===== src/lsu_pkg.sv =====
// Constants and types for the load/store unit
package lsu_pkg;
	localparam logic [3:0] REG_CFG       = 4'h0;
	localparam logic [3:0] REG_STAT      = 4'h4;
	localparam logic [3:0] REG_GCNT      = 4'h8;
	localparam int         CFG_SGE_BIT   = 0;
	localparam logic       CFG_SGE_RESET = 1'b0;
	localparam int         STAT_RESV_BIT = 0;
	localparam int         STAT_SLOT_BIT = 1;
	localparam int         STAT_BUSY_BIT = 2;
	localparam int         RESV_LSB      = 5;
	localparam int         SIGN_BIT      = 63;
	localparam logic [4:0] DW_BYTES      = 5'h08;

	typedef enum logic [1:0] {SZ_BYTE, SZ_HALF, SZ_WORD, SZ_DWORD} size_type;
	typedef enum logic [2:0] {
		K_LOAD, K_STORE, K_LRES, K_SCOND, K_ECOW, K_FSTORE
	} kind_type;
	typedef enum logic [1:0] {FM_COPY, FM_NEG, FM_ABS, FM_NABS} fmove_type;
	typedef enum {ST_IDLE, ST_ACC1, ST_ACC2, ST_GSEND} state_type;
endpackage : lsu_pkg


===== src/load_store_unit.sv =====
// Load/store unit with float moves, reservation and store gathering
`timescale 1ns/100ps
module load_store_unit (
	input  wire logic                 i_clk,
	input  wire logic                 i_rstn,
	input  wire logic [3:0]           i_reg_addr,
	input  wire logic [31:0]          i_reg_wdata,
	input  wire logic                 i_reg_wr,
	input  wire logic                 i_reg_rd,
	output logic      [31:0]          o_reg_rdata,
	input  wire logic                 i_fmv_valid,
	input  wire lsu_pkg::fmove_type   i_fmv_op,
	input  wire logic                 i_fmv_rc,
	input  wire logic [63:0]          i_fmv_src,
	input  wire logic [3:0]           i_float_status_control_register_flags,
	output logic                      o_fmv_done,
	output logic      [63:0]          o_fmv_result,
	output logic                      o_cr1_we,
	output logic      [3:0]           o_cr1,
	input  wire logic                 i_op_valid,
	output logic                      o_op_ready,
	input  wire lsu_pkg::kind_type    i_op_kind,
	input  wire lsu_pkg::size_type    i_op_size,
	input  wire logic [31:0]          i_op_ea,
	input  wire logic [63:0]          i_op_sdata,
	input  wire logic                 i_op_update,
	input  wire logic [4:0]           i_op_base,
	input  wire logic [4:0]           i_op_tgt,
	input  wire logic                 i_op_sign,
	input  wire logic                 i_op_brev,
	input  wire logic                 i_op_wt,
	input  wire logic                 i_op_ci,
	input  wire logic                 i_op_guard,
	input  wire logic                 i_op_tsearch,
	input  wire logic                 i_op_barrier,
	input  wire logic                 i_tlb_miss,
	output logic                      o_bus_req,
	output logic                      o_bus_write,
	output logic                      o_bus_global,
	output logic      [31:0]          o_bus_addr,
	output logic      [63:0]          o_bus_wdata,
	output logic      [7:0]           o_bus_be,
	input  wire logic                 i_bus_ack,
	input  wire logic                 i_bus_fault,
	input  wire logic [63:0]          i_bus_rdata,
	output logic                      o_ld_valid,
	output logic      [63:0]          o_ld_data,
	output logic      [4:0]           o_ld_tgt,
	output logic                      o_upd_valid,
	output logic      [4:0]           o_upd_idx,
	output logic      [31:0]          o_upd_ea,
	output logic                      o_stc_valid,
	output logic                      o_stc_ok,
	output logic                      o_fault
);
	import lsu_pkg::*;

	////////////////////////////////////////////////////////////////
	function automatic logic [63:0] swap_bytes(input logic [63:0] d, input size_type s);
		logic [63:0] r;
		r = d;
		for (int i = 0; i < 8; i++) begin
			r[8*i +: 8] = d[8*(7-i) +: 8];
		end
		unique case (s)
			SZ_BYTE:  swap_bytes = {56'h0, d[7:0]};
			SZ_HALF:  swap_bytes = {48'h0, r[63:48]};
			SZ_WORD:  swap_bytes = {32'h0, r[63:32]};
			SZ_DWORD: swap_bytes = r;
		endcase
	endfunction : swap_bytes

	function automatic logic [63:0] trim(input logic [63:0] d, input size_type s);
		unique case (s)
			SZ_BYTE:  trim = {56'h0, d[7:0]};
			SZ_HALF:  trim = {48'h0, d[15:0]};
			SZ_WORD:  trim = {32'h0, d[31:0]};
			SZ_DWORD: trim = d;
		endcase
	endfunction : trim

	////////////////////////////////////////////////////////////////
	// Float moves
	logic        fmv_done_reg, fmv_done_next;
	logic [63:0] fmv_res_reg,  fmv_res_next;
	logic        cr1_we_reg,   cr1_we_next;
	logic [3:0]  cr1_reg,      cr1_next;

	// Status flags are only read here; nothing writes float status
	always_comb begin
		fmv_done_next = i_fmv_valid;
		fmv_res_next  = fmv_res_reg;
		cr1_we_next   = 1'b0;
		cr1_next      = cr1_reg;
		if (i_fmv_valid) begin
			fmv_res_next = i_fmv_src;
			unique case (i_fmv_op)
				FM_COPY: fmv_res_next[SIGN_BIT] = i_fmv_src[SIGN_BIT];
				FM_NEG:  fmv_res_next[SIGN_BIT] = ~i_fmv_src[SIGN_BIT];
				FM_ABS:  fmv_res_next[SIGN_BIT] = 1'b0;
				FM_NABS: fmv_res_next[SIGN_BIT] = 1'b1;
			endcase
			if (i_fmv_rc) begin
				cr1_we_next = 1'b1;
				cr1_next    = i_float_status_control_register_flags;
			end
		end
	end

	always_ff @(posedge i_clk or negedge i_rstn) begin
		if (!i_rstn) begin
			fmv_done_reg <= 1'b0;
			fmv_res_reg  <= 64'h0;
			cr1_we_reg   <= 1'b0;
			cr1_reg      <= 4'h0;
		end else begin
			fmv_done_reg <= fmv_done_next;
			fmv_res_reg  <= fmv_res_next;
			cr1_we_reg   <= cr1_we_next;
			cr1_reg      <= cr1_next;
		end
	end

	assign o_fmv_done   = fmv_done_reg;
	assign o_fmv_result = fmv_res_reg;
	assign o_cr1_we     = cr1_we_reg;
	assign o_cr1        = cr1_reg;

	////////////////////////////////////////////////////////////////
	// Memory access sequencer
	state_type   state_reg, state_next;
	kind_type    kind_reg, kind_next;
	size_type    size_reg, size_next;
	logic [31:0] ea_reg, ea_next;
	logic [63:0] sdata_reg, sdata_next;
	logic        upd_reg, upd_next;
	logic [4:0]  base_reg, base_next;
	logic [4:0]  tgt_reg, tgt_next;
	logic        sign_reg, sign_next;
	logic        brev_reg, brev_next;
	logic        glob_reg, glob_next;
	logic        stcok_reg, stcok_next;
	logic [63:0] lo_reg, lo_next;
	logic        slot_v_reg, slot_v_next;
	logic [31:0] slot_ea_reg, slot_ea_next;
	logic [63:0] slot_d_reg, slot_d_next;
	logic [7:0]  slot_be_reg, slot_be_next;
	logic        resv_v_reg, resv_v_next;
	logic [31:RESV_LSB] resv_blk_reg, resv_blk_next;
	logic        sge_reg, sge_next;
	logic [7:0]  gcnt_reg, gcnt_next;
	logic [31:0] rdata_reg, rdata_next;
	logic        ld_v_reg, ld_v_next;
	logic [63:0] ld_d_reg, ld_d_next;
	logic        upd_v_reg, upd_v_next;
	logic        stc_v_reg, stc_v_next;
	logic        stc_ok_reg, stc_ok_next;
	logic        fault_reg, fault_next;

	logic         gatherable, merge, accept, split, last_ack, is_write;
	logic [4:0]   nbytes;
	logic [15:0]  be_wide;
	logic [127:0] st_wide, rd_wide;
	logic [63:0]  raw, lane;

	// Word store into uncached or write-through, unguarded space only
	assign gatherable = sge_reg && i_op_kind == K_STORE && i_op_size == SZ_WORD
		&& i_op_ea[1:0] == 2'b00 && (i_op_wt || i_op_ci) && !i_op_guard
		&& !i_op_brev && !i_op_tsearch;
	// Other word of the same double word, in either order
	assign merge = slot_v_reg && gatherable && !i_op_barrier
		&& i_op_ea[31:3] == slot_ea_reg[31:3] && i_op_ea[2] != slot_ea_reg[2];
	// One operation at a time keeps issue in program order
	assign o_op_ready = state_reg == ST_IDLE && (!slot_v_reg || merge);
	assign accept     = i_op_valid && o_op_ready;

	always_comb begin
		unique case (size_reg)
			SZ_BYTE:  nbytes = 5'h01;
			SZ_HALF:  nbytes = 5'h02;
			SZ_WORD:  nbytes = 5'h04;
			SZ_DWORD: nbytes = 5'h08;
		endcase
	end
	assign split    = {2'b00, ea_reg[2:0]} + nbytes > DW_BYTES;
	assign is_write = kind_reg != K_LOAD && kind_reg != K_LRES;
	// Failed conditional still reaches the bus, with no byte written
	assign be_wide  = (kind_reg == K_SCOND && !stcok_reg) ? 16'h0000
		: 16'(trim(64'hFFFF_FFFF_FFFF_FFFF, size_reg) >> 0 != 0 ? (16'h00FF
		>> (4'h8 - nbytes[3:0]) | (nbytes[3] ? 16'h00FF : 16'h0000)) : 16'h0000)
		<< ea_reg[2:0];
	assign st_wide  = 128'(sdata_reg) << {ea_reg[2:0], 3'b000};
	assign last_ack = i_bus_ack && !i_tlb_miss
		&& ((state_reg == ST_ACC1 && !split) || state_reg == ST_ACC2);
	assign rd_wide  = state_reg == ST_ACC2 ? {i_bus_rdata, lo_reg} : {64'h0, i_bus_rdata};
	assign raw      = 64'(rd_wide >> {ea_reg[2:0], 3'b000});
	// Same path for algebraic and reversed forms: no extra cycle
	always_comb begin
		lane = brev_reg ? swap_bytes(raw, size_reg) : trim(raw, size_reg);
		if (sign_reg && size_reg == SZ_HALF) begin
			lane = {{48{raw[15]}}, raw[15:0]};
		end
	end

	always_comb begin
		o_bus_req    = 1'b0;
		o_bus_write  = is_write;
		o_bus_global = glob_reg;
		o_bus_addr   = {ea_reg[31:3], 3'b000};
		o_bus_wdata  = st_wide[63:0];
		o_bus_be     = be_wide[7:0];
		unique case (state_reg)
			ST_IDLE: o_bus_write = 1'b0;
			// A reload in progress just holds the request back
			ST_ACC1: o_bus_req = !i_tlb_miss;
			ST_ACC2: begin
				o_bus_req   = !i_tlb_miss;
				o_bus_addr  = {ea_reg[31:3] + 29'h1, 3'b000};
				o_bus_wdata = st_wide[127:64];
				o_bus_be    = be_wide[15:8];
			end
			ST_GSEND: begin
				o_bus_req    = 1'b1;
				o_bus_write  = 1'b1;
				o_bus_global = 1'b0;
				o_bus_addr   = {slot_ea_reg[31:3], 3'b000};
				o_bus_wdata  = slot_d_reg;
				o_bus_be     = slot_be_reg;
			end
		endcase
	end

	always_comb begin
		state_next    = state_reg;
		kind_next     = kind_reg;
		size_next     = size_reg;
		ea_next       = ea_reg;
		sdata_next    = sdata_reg;
		upd_next      = upd_reg;
		base_next     = base_reg;
		tgt_next      = tgt_reg;
		sign_next     = sign_reg;
		brev_next     = brev_reg;
		glob_next     = glob_reg;
		stcok_next    = stcok_reg;
		lo_next       = lo_reg;
		slot_v_next   = slot_v_reg;
		slot_ea_next  = slot_ea_reg;
		slot_d_next   = slot_d_reg;
		slot_be_next  = slot_be_reg;
		resv_v_next   = resv_v_reg;
		resv_blk_next = resv_blk_reg;
		gcnt_next     = gcnt_reg;
		ld_v_next     = 1'b0;
		ld_d_next     = ld_d_reg;
		upd_v_next    = 1'b0;
		stc_v_next    = 1'b0;
		stc_ok_next   = stc_ok_reg;
		fault_next    = 1'b0;
		unique case (state_reg)
			ST_IDLE: begin
				if (merge && i_op_valid) begin
					slot_d_next[32*i_op_ea[2] +: 32] = i_op_sdata[31:0];
					slot_be_next = 8'hFF;
					state_next   = ST_GSEND;
				end else if (slot_v_reg) begin
					// Held store no longer has a partner waiting behind it
					state_next = ST_GSEND;
				end else if (accept && gatherable) begin
					slot_v_next  = 1'b1;
					slot_ea_next = i_op_ea;
					slot_d_next  = 64'(i_op_sdata[31:0]) << {i_op_ea[2], 5'b00000};
					slot_be_next = i_op_ea[2] ? 8'hF0 : 8'h0F;
				end else if (accept) begin
					// Each request is its own access, register values never combined
					state_next = ST_ACC1;
					kind_next  = i_op_kind;
					size_next  = i_op_size;
					ea_next    = i_op_ea;
					sdata_next = i_op_brev ? swap_bytes(i_op_sdata, i_op_size)
						: trim(i_op_sdata, i_op_size);
					upd_next   = i_op_update && i_op_base != 5'h00
						&& (i_op_kind != K_LOAD || i_op_base != i_op_tgt);
					base_next  = i_op_base;
					tgt_next   = i_op_tgt;
					sign_next  = i_op_sign;
					brev_next  = i_op_brev;
					glob_next  = !i_op_ci;
					stcok_next = resv_v_reg && resv_blk_reg == i_op_ea[31:RESV_LSB];
					if (i_op_kind == K_LRES) begin
						resv_v_next   = 1'b1;
						resv_blk_next = i_op_ea[31:RESV_LSB];
					end
					if (i_op_kind == K_SCOND) begin
						resv_v_next = 1'b0;
					end
				end
			end
			ST_ACC1, ST_ACC2: begin
				// Only a real fault restarts; write-through is no fault source
				if (i_bus_ack && !i_tlb_miss && i_bus_fault) begin
					fault_next = 1'b1;
					state_next = ST_IDLE;
				end else if (last_ack) begin
					state_next  = ST_IDLE;
					ld_v_next   = !is_write;
					ld_d_next   = lane;
					upd_v_next  = upd_reg;
					stc_v_next  = kind_reg == K_SCOND;
					stc_ok_next = stcok_reg;
				end else if (i_bus_ack && !i_tlb_miss) begin
					lo_next    = i_bus_rdata;
					state_next = ST_ACC2;
				end
			end
			ST_GSEND: begin
				if (i_bus_ack) begin
					slot_v_next = 1'b0;
					fault_next  = i_bus_fault;
					if (slot_be_reg == 8'hFF) begin
						gcnt_next = gcnt_reg + 8'h01;
					end
					state_next = ST_IDLE;
				end
			end
		endcase
	end

	////////////////////////////////////////////////////////////////
	// Register port
	always_comb begin
		sge_next   = sge_reg;
		rdata_next = 32'h0;
		if (i_reg_wr && i_reg_addr == REG_CFG) begin
			sge_next = i_reg_wdata[CFG_SGE_BIT];
		end
		if (i_reg_rd) begin
			unique case (i_reg_addr)
				REG_CFG:  rdata_next[CFG_SGE_BIT] = sge_reg;
				REG_STAT: begin
					rdata_next[STAT_RESV_BIT] = resv_v_reg;
					rdata_next[STAT_SLOT_BIT] = slot_v_reg;
					rdata_next[STAT_BUSY_BIT] = state_reg != ST_IDLE;
				end
				REG_GCNT: rdata_next[7:0] = gcnt_reg;
				default:  rdata_next = 32'h0;
			endcase
		end
	end

	always_ff @(posedge i_clk or negedge i_rstn) begin
		if (!i_rstn) begin
			state_reg    <= ST_IDLE;
			kind_reg     <= K_LOAD;
			size_reg     <= SZ_BYTE;
			ea_reg       <= 32'h0;
			sdata_reg    <= 64'h0;
			upd_reg      <= 1'b0;
			base_reg     <= 5'h00;
			tgt_reg      <= 5'h00;
			sign_reg     <= 1'b0;
			brev_reg     <= 1'b0;
			glob_reg     <= 1'b0;
			stcok_reg    <= 1'b0;
			lo_reg       <= 64'h0;
			slot_v_reg   <= 1'b0;
			slot_ea_reg  <= 32'h0;
			slot_d_reg   <= 64'h0;
			slot_be_reg  <= 8'h00;
			resv_v_reg   <= 1'b0;
			resv_blk_reg <= '0;
			sge_reg      <= CFG_SGE_RESET;
			gcnt_reg     <= 8'h00;
			rdata_reg    <= 32'h0;
			ld_v_reg     <= 1'b0;
			ld_d_reg     <= 64'h0;
			upd_v_reg    <= 1'b0;
			stc_v_reg    <= 1'b0;
			stc_ok_reg   <= 1'b0;
			fault_reg    <= 1'b0;
		end else begin
			state_reg    <= state_next;
			kind_reg     <= kind_next;
			size_reg     <= size_next;
			ea_reg       <= ea_next;
			sdata_reg    <= sdata_next;
			upd_reg      <= upd_next;
			base_reg     <= base_next;
			tgt_reg      <= tgt_next;
			sign_reg     <= sign_next;
			brev_reg     <= brev_next;
			glob_reg     <= glob_next;
			stcok_reg    <= stcok_next;
			lo_reg       <= lo_next;
			slot_v_reg   <= slot_v_next;
			slot_ea_reg  <= slot_ea_next;
			slot_d_reg   <= slot_d_next;
			slot_be_reg  <= slot_be_next;
			resv_v_reg   <= resv_v_next;
			resv_blk_reg <= resv_blk_next;
			sge_reg      <= sge_next;
			gcnt_reg     <= gcnt_next;
			rdata_reg    <= rdata_next;
			ld_v_reg     <= ld_v_next;
			ld_d_reg     <= ld_d_next;
			upd_v_reg    <= upd_v_next;
			stc_v_reg    <= stc_v_next;
			stc_ok_reg   <= stc_ok_next;
			fault_reg    <= fault_next;
		end
	end

	// Fetches never pass through here, so no fetch sees cached data
	// and none carries the coherence attribute
	assign o_reg_rdata = rdata_reg;
	assign o_ld_valid  = ld_v_reg;
	assign o_ld_data   = ld_d_reg;
	assign o_ld_tgt    = tgt_reg;
	assign o_upd_valid = upd_v_reg;
	assign o_upd_idx   = base_reg;
	assign o_upd_ea    = ea_reg;
	assign o_stc_valid = stc_v_reg;
	assign o_stc_ok    = stc_ok_reg;
	assign o_fault     = fault_reg;
endmodule : load_store_unit


===== config.mk =====
export PLATFORM = sky130hd
export DESIGN_NAME = load_store_unit
export DESIGN_NICKNAME = d
export VERILOG_FILES = /design/src/lsu_pkg.sv /design/src/load_store_unit.sv
export SDC_FILE = /design/constraint.sdc
export NUM_CORES = 1
export LEC_CHECK = 0
export ABC_AREA = 1
export BUFFER_PORTS_ARGS = -buffer_cell sky130_fd_sc_hd__buf_2
export CORE_MARGIN = 3
export CORE_UTILIZATION = 40
export CTS_BUF_LIST = sky130_fd_sc_hd__clkbuf_8 sky130_fd_sc_hd__clkbuf_16
export DETAILED_ROUTE_END_ITERATION = 12
export GPL_ROUTABILITY_DRIVEN = 1
export PLACE_DENSITY = 0.59
export SYNTH_ARGS = -nofsm -noshare
export SYNTH_HDL_FRONTEND = slang
export SYNTH_SLANG_ARGS = --single-unit

===== constraint.sdc =====
create_clock -name i_clk -period 4.3 [get_ports i_clk]
set_clock_uncertainty 0.2 [all_clocks]
set_input_delay 0.215 -clock i_clk [delete_from_list [all_inputs] [get_ports i_clk]]
set_output_delay 0.215 -clock i_clk [all_outputs]
set_load 0.1 [all_outputs]

==> flow_metrics.env, run 1 <==
export IMPL_peakVddDrop_mv=1.21
export IMPL_drv_cap=0
export IMPL_die_w_um=276
export IMPL_rsz0062_at_grt="no"
export IMPL_min_period_ps=4110
export IMPL_synth_commonest_cells="nand2_1, nand3_1, dfrtp_1, o21ai_0, inv_1"
export IMPL_p_leak_nw=19.2
export IMPL_cpMaxStageDelayCell="inv_1"
export IMPL_grt_pass1_vias=31591
export IMPL_root_buffer="clkbuf_16"
export IMPL_cp_cell_sequence="inv_1 > ha_4 > buf_12 > nand2_1 > inv_1 > buf_4 > a22oi_1 > o211ai_1 > buf_12"
export IMPL_drc=0
export IMPL_initial_utilization_pct=40.5
export IMPL_track_usage_pct=33.1
export IMPL_fillCellCount=7106
export IMPL_synth_seq_cells=463
export IMPL_die_area_um2=76100
export IMPL_grt_max_degree=160
export IMPL_arrival_ps=3700
export IMPL_worst_path_buf_inv=5
export IMPL_fmax_ghz=0.243
export IMPL_area_growth_pct=33.0
export IMPL_synth_async_reset_ratio_pct=100
export IMPL_drive_gt1_share_pct=16.3
export IMPL_pwr_density_cell_nw_per_um2=890
export IMPL_cts_buffers=54
export IMPL_min_period_over_period_pct=95.7
export IMPL_finalHoldViolations=0
export IMPL_rows=98
export IMPL_layout_nets=5282
export IMPL_synth_top_flop_cell="dfrtp_1"
export IMPL_timing_worst_setup_path_type="flip-flop to primary output"
export IMPL_clk_pin_slew_worst_paths_ps=60
export IMPL_crit_start="state_reg[0]"
export IMPL_clock_path_buffers=3
export IMPL_cts_htree_levels=2
export IMPL_vias=33009
export IMPL_layout_cells_non_filler=5967
export IMPL_relSlewSlack_pct=32.5
export IMPL_synth_edf_count=0
export IMPL_dpl_cell_count=5546
export IMPL_coreArea_um2=71900
export IMPL_drt_vias_per_instance=5.53
export IMPL_cts_tree="done"
export IMPL_grt_first_pass_wirelength_um=193000
export IMPL_synth_top_cell_area_share_pct=39.8
export IMPL_hp_class="primary input to async pin"
export IMPL_setup_viol=0
export IMPL_cp_end_kind="primary output"
export IMPL_cts_setup_buffers=0
export IMPL_r2r_start="state_reg[0]"
export IMPL_ant_nets=0
export IMPL_ys_warn_count=0
export IMPL_yosysSeqAreaShare_pct=39.8
export IMPL_drt_initial_drc_count=3556
export IMPL_grt_overflow=0
export IMPL_yosys_top_cells_area="dfrtp_1, nand2_1, nand3_1, o21ai_0, inv_1"
export IMPL_post_synth_cell_area_avg_um2=6.89
export IMPL_hpwl_um=91000
export IMPL_max_stage_delay_ps=470
export IMPL_yosys_area_top_type="dfrtp_1"
export IMPL_drt_pre_antenna_iters=6
export IMPL_port_buffers=561
export IMPL_wire_per_inst_um=21.7
export IMPL_setup_tns_ps=0
export IMPL_synth_cell_type_count=60
export IMPL_worst_pin_slew_ps=1010
export IMPL_netlist_area_um2=29100
export IMPL_netlist_instances=4226
export IMPL_die_h_um=276
export IMPL_crit_family="buffers and inverters"
export IMPL_crit_path_max_fanout=159
export IMPL_synth_most_common_cell="nand2_1"
export IMPL_required_ps=3880
export IMPL_final_core_util_pct=53.9
export IMPL_clk_latency_ps=650
export IMPL_io_pins=620
export IMPL_gp_congestion=0.964
export IMPL_antenna_found_initial=8
export IMPL_cts_sinks=463
export IMPL_status="completed"
export IMPL_routed_wirelength_um=129000
export IMPL_finalMaxSlewViolations=0
export IMPL_start_kind="flip-flop"
==> through the flow <==
stage,setup slack [ps],total power [W],instance area [um2],hold slack [ps]
6_report,185,0.0345,38700,31.0
5_1_grt,108,0.0360,38700,97.1
4_1_cts,26.4,0.0343,38700,51.6
3_5_place_dp,720,0.0292,33700,116
3_3_place_gp,771,0.0292,33700,108
2_1_floorplan,-121,0.0222,29200,-281
==> worst register-to-register path: cells and delay by family (launching register included) <==
kind	cells	cell delay [ps]
AOI/OAI and AO/OA	3	1080
adders and majority gates	1	200
DFF	1	440
and+or+nand+nor	6	920
buffers and inverters	2	640
==> report_power, final <==
part	internal, W	switching, W
clock	0.00261	0.00207
combinational	0.00571	0.0174
sequential	0.00556	0.00109
total	0.0139	0.0206
==> cell usage in the layout, fill, tap and decap left out, drive strengths merged, types with 21 or more instances in the layout <==
cell / instances
nand2: 1487
buf: 635
nand3: 491
dfrtp: 463
o21ai: 390
dlygate4sd3: 320
inv: 316
nor2: 250
a21oi: 109
clkbuf: 65
o211ai: 55
mux2: 52
o221ai: 47
nand4: 46
a22oi: 34
conb: 27
o22ai: 25
nor3: 25
o2111ai: 21
==> kinds of logic after synthesis <==
| kind of cell | count (synthesis) | share of synthesized area (%) |
|---|---|---|
| other | 1 | 0.0129 |
| buffers and inverters | 600 | 8.65 |
| xor gates and xnor gates | 29 | 0.872 |
| and+or+nand+nor | 2328 | 33.0 |
| AOI/OAI and AO/OA | 738 | 15.1 |
| muxes | 56 | 2.15 |
| adders and majority gates | 11 | 0.498 |
| DFF | 463 | 39.8 |
==> cell type report <==
| cell class | instances | area (um2) | share of cell area, % |
|---|---|---|---|
| Antenna cell | 4 | 10.0 | 0.0258 |
| Clock buffer | 65 | 1500 | 3.88 |
| Clock inverter | 32 | 285 | 0.736 |
| Inverter | 309 | 1170 | 3.02 |
| Multi-Input combinational cell | 3189 | 15200 | 39.2 |
| Sequential cell | 463 | 11600 | 29.9 |
| Tap cell | 950 | 1190 | 3.07 |
| Timing Repair Buffer | 955 | 7800 | 20.1 |
==> layer usage <==
layer  up-vias  routed length (um)  GRT usage [%]
met5         -                  60              0
met4        10                7310           16.7
met3       344               11400           6.85
met2      1547               58900           52.8
met1     15637               51500           42.5
li1      15471                   -              -
==> timing repair <==
action | CTS | global route
hold endpoints to repair | 580 | 0
setup endpoints to repair | 0 | 2
hold buffers | 320 | 0
gates resized for setup | 0 | 2
==> worst paths after layout <==
kind / end / slack [ps] / cells past startpoint
hold / removal: o_fmv_result[40] / 30 / 2
max in group asynchronous: sdata_reg[53] / 2780 / 3
min in group i_clk: o_fmv_result[24] / 100 / 4
setup reg to reg: o_ld_data[18] / 700 / 12
setup / recovery: o_bus_wdata[55] / 190 / 9
hold reg to reg: o_fmv_result[58] / 270 / 2
Power figures use the tool's default switching activity.
==> run 2: changes to the inputs <==
--- a/config.mk
+++ b/config.mk
@@ -5,14 +5,14 @@
 export SDC_FILE = /design/constraint.sdc
 export NUM_CORES = 1
 export LEC_CHECK = 0
-export ABC_AREA = 1
 export BUFFER_PORTS_ARGS = -buffer_cell sky130_fd_sc_hd__buf_2
+export CAP_MARGIN = 30
 export CORE_MARGIN = 3
 export CORE_UTILIZATION = 40
 export CTS_BUF_LIST = sky130_fd_sc_hd__clkbuf_8 sky130_fd_sc_hd__clkbuf_16
 export DETAILED_ROUTE_END_ITERATION = 12
 export GPL_ROUTABILITY_DRIVEN = 1
-export PLACE_DENSITY = 0.59
+export PLACE_DENSITY = 0.58
 export SYNTH_ARGS = -nofsm -noshare
 export SYNTH_HDL_FRONTEND = slang
 export SYNTH_SLANG_ARGS = --single-unit
==> flow_metrics.env, run 2 <==
export IMPL_max_stage_delay_ps=740
export IMPL_cpMaxStageDelayCell="dfrtp_1"
export IMPL_synth_async_reset_ratio_pct=100
export IMPL_hp_class="primary input to async pin"
export IMPL_cts_buffers=54
export IMPL_synth_edf_count=0
export IMPL_layout_nets=3981
export IMPL_arrival_ps=3620
export IMPL_finalMaxSlewViolations=0
export IMPL_synth_cell_type_count=91
export IMPL_grt_first_pass_wirelength_um=192000
export IMPL_wire_per_inst_um=27.7
export IMPL_r2r_slack_ps=610
export IMPL_drt_pre_antenna_iters=9
export IMPL_root_buffer="clkbuf_16"
export IMPL_cts_htree_levels=2
export IMPL_netlist_area_um2=30000
export IMPL_crit_family="compound AO/OA/AOI/OAI gates"
export IMPL_routed_wirelength_um=130000
export IMPL_die_area_um2=78200
export IMPL_grt_pass1_vias=28937
export IMPL_rr_endpoint="o_ld_data[30]"
export IMPL_status="completed"
export IMPL_final_common_cell="buf_2"
export IMPL_required_ps=3880
export IMPL_drive_gt1_share_pct=33.6
export IMPL_setup_viol=0
export IMPL_timing_worst_setup_path_type="flip-flop to primary output"
export IMPL_r2r_start="size_reg[1]"
export IMPL_layout_cells_non_filler=4675
export IMPL_area_growth_pct=29.9
export IMPL_vias=28583
export IMPL_post_synth_cell_area_avg_um2=10.3
export IMPL_cp_end_kind="primary output"
export IMPL_ant_nets=0
export IMPL_clk_pin_slew_worst_paths_ps=60
export IMPL_synth_top_cell_area_share_pct=38.7
export IMPL_clock_path_buffers=3
export IMPL_worst_path_buf_inv=2
export IMPL_crit_path_max_fanout=22
export IMPL_io_pins=620
export IMPL_rsz0062_at_grt="no"
export IMPL_hpwl_um=93500
export IMPL_synth_commonest_cells="dfrtp_1, mux2_2, nand2_1, o21ai_0, mux2i_1"
export IMPL_cts_sinks=463
export IMPL_grt_max_degree=113
export IMPL_synth_most_common_cell="dfrtp_1"
export IMPL_ys_warn_count=0
export IMPL_relSlewSlack_pct=32.9
export IMPL_dpl_cell_count=4285
export IMPL_drv_cap=0
export IMPL_track_usage_pct=32.4
export IMPL_start_kind="flip-flop"
export IMPL_synth_seq_cells=463
export IMPL_synth_top_flop_cell="dfrtp_1"
export IMPL_drc=0
export IMPL_gp_congestion=0.957
export IMPL_min_period_over_period_pct=93.7
export IMPL_rows=99
export IMPL_netlist_instances=2900
export IMPL_fillCellCount=6746
export IMPL_initial_utilization_pct=40.7
export IMPL_port_buffers=561
export IMPL_cp_cell_sequence="nand2_1 > buf_4 > nor2_1 > o21ai_0 > o211ai_1 > buf_12"
export IMPL_drt_initial_drc_count=3385
export IMPL_holdWs_ps=1.98
export IMPL_die_w_um=280
export IMPL_clk_latency_ps=650
export IMPL_antenna_found_initial=2
export IMPL_die_h_um=280
export IMPL_coreArea_um2=73600
export IMPL_finalHoldViolations=0
export IMPL_drt_vias_per_instance=6.11
export IMPL_grt_overflow=0
export IMPL_worst_pin_slew_ps=1010
export IMPL_yosys_top_cells_area="dfrtp_1, mux2_2, mux2i_1, mux4_2, nand2_1"
export IMPL_yosysSeqAreaShare_pct=38.7
export IMPL_final_cell_mix="buf_2, dfrtp_1, mux2_2"
export IMPL_cts_resized=0
export IMPL_yosys_area_top_type="dfrtp_1"
export IMPL_cts_tree="done"
export IMPL_min_period_ps=4030
export IMPL_fmax_ghz=0.248
export IMPL_ff2ff_path_depth=10
## run 2: cell types whose count changed in the layout (fill, tap and decap cells not counted), sizes merged, moves of 41 or more
| cell | delta |
|---|---|
| nand2 | -1178 |
| inv | -261 |
| mux2 | +275 |
| a22o | +74 |
| o21ai | -188 |
| nand3 | -457 |
| mux2i | +189 |
| xor2 | +41 |
| nor2 | -123 |
| mux4 | +76 |
## run 2: logic make-up after synthesis
kind of cell	Yosys count	share of synthesized area, %
compound gates	787	18.6
simple gates	637	9.73
mux	596	24.4
flops	463	38.7
buf+inv	310	5.33
xor+xnor	95	2.78
fa+ha+maj	11	0.484
other cells	1	0.0125
## run 2: metal layers
metal  track usage [%]  part of all wire (%)
met4              15.6                   5.4
met2              54.1                    48
met5                 0                     0
met1              40.8                    38
met3              5.73                   7.9
## run 2: how the worst max path moves through the flow
| stage | from | endpoint | slack (ps) | cells past startpoint |
|---|---|---|---|---|
| final | size_reg[1] | o_bus_be[4] | 270 | 6 |
| after global routing | o_upd_ea[1] | o_bus_wdata[25] | 200 | 7 |
| after CTS | state_reg[0] | o_bus_addr[27] | 90 | 7 |
| after detailed placement | size_reg[0] | o_ld_data[18] | 700 | 12 |
| after global placement | size_reg[0] | o_ld_data[18] | 730 | 12 |
| after floorplan | o_upd_ea[3] | o_bus_addr[13] | -130 | 5 |
## run 2: final cells by class
cell class,count,area [um2],area share (%)
antenna,1,2.50,0.00643
clock buffer,69,1560,4.00
clock inverter,31,258,0.662
inverter,42,158,0.405
multi-input combinational,2153,17000,43.6
sequential,463,11600,29.8
tap,959,1200,3.08
timing repair buffer,957,7160,18.4
## run 2: through the flow
stage | area, um2 | TNS (ps) | utilization, % | worst slack, ps
2_1_floorplan | 30100 | -126 | - | -126
4_1_cts | 38900 | 0 | 52.9 | 87.1
3_5_place_dp | 34200 | 0 | 46.5 | 697
6_report | 38900 | 0 | 52.9 | 269
3_3_place_gp | 34200 | 0 | 46.5 | 727
5_1_grt | 38900 | 0 | 52.9 | 197
## run 2: what timing repair did
| item | in CTS | in global routing |
|---|---|---|
| endpoints found under the hold margin | 609 | 0 |
| setup endpoints to repair | 0 | 1 |
| buffers inserted | 0 | 1 |
| hold buffers | 288 | 0 |
Power of run 2 is left out: the tool's default activity adds up to more than one toggle a clock period on the data nets, which glitch-free logic cannot reach.
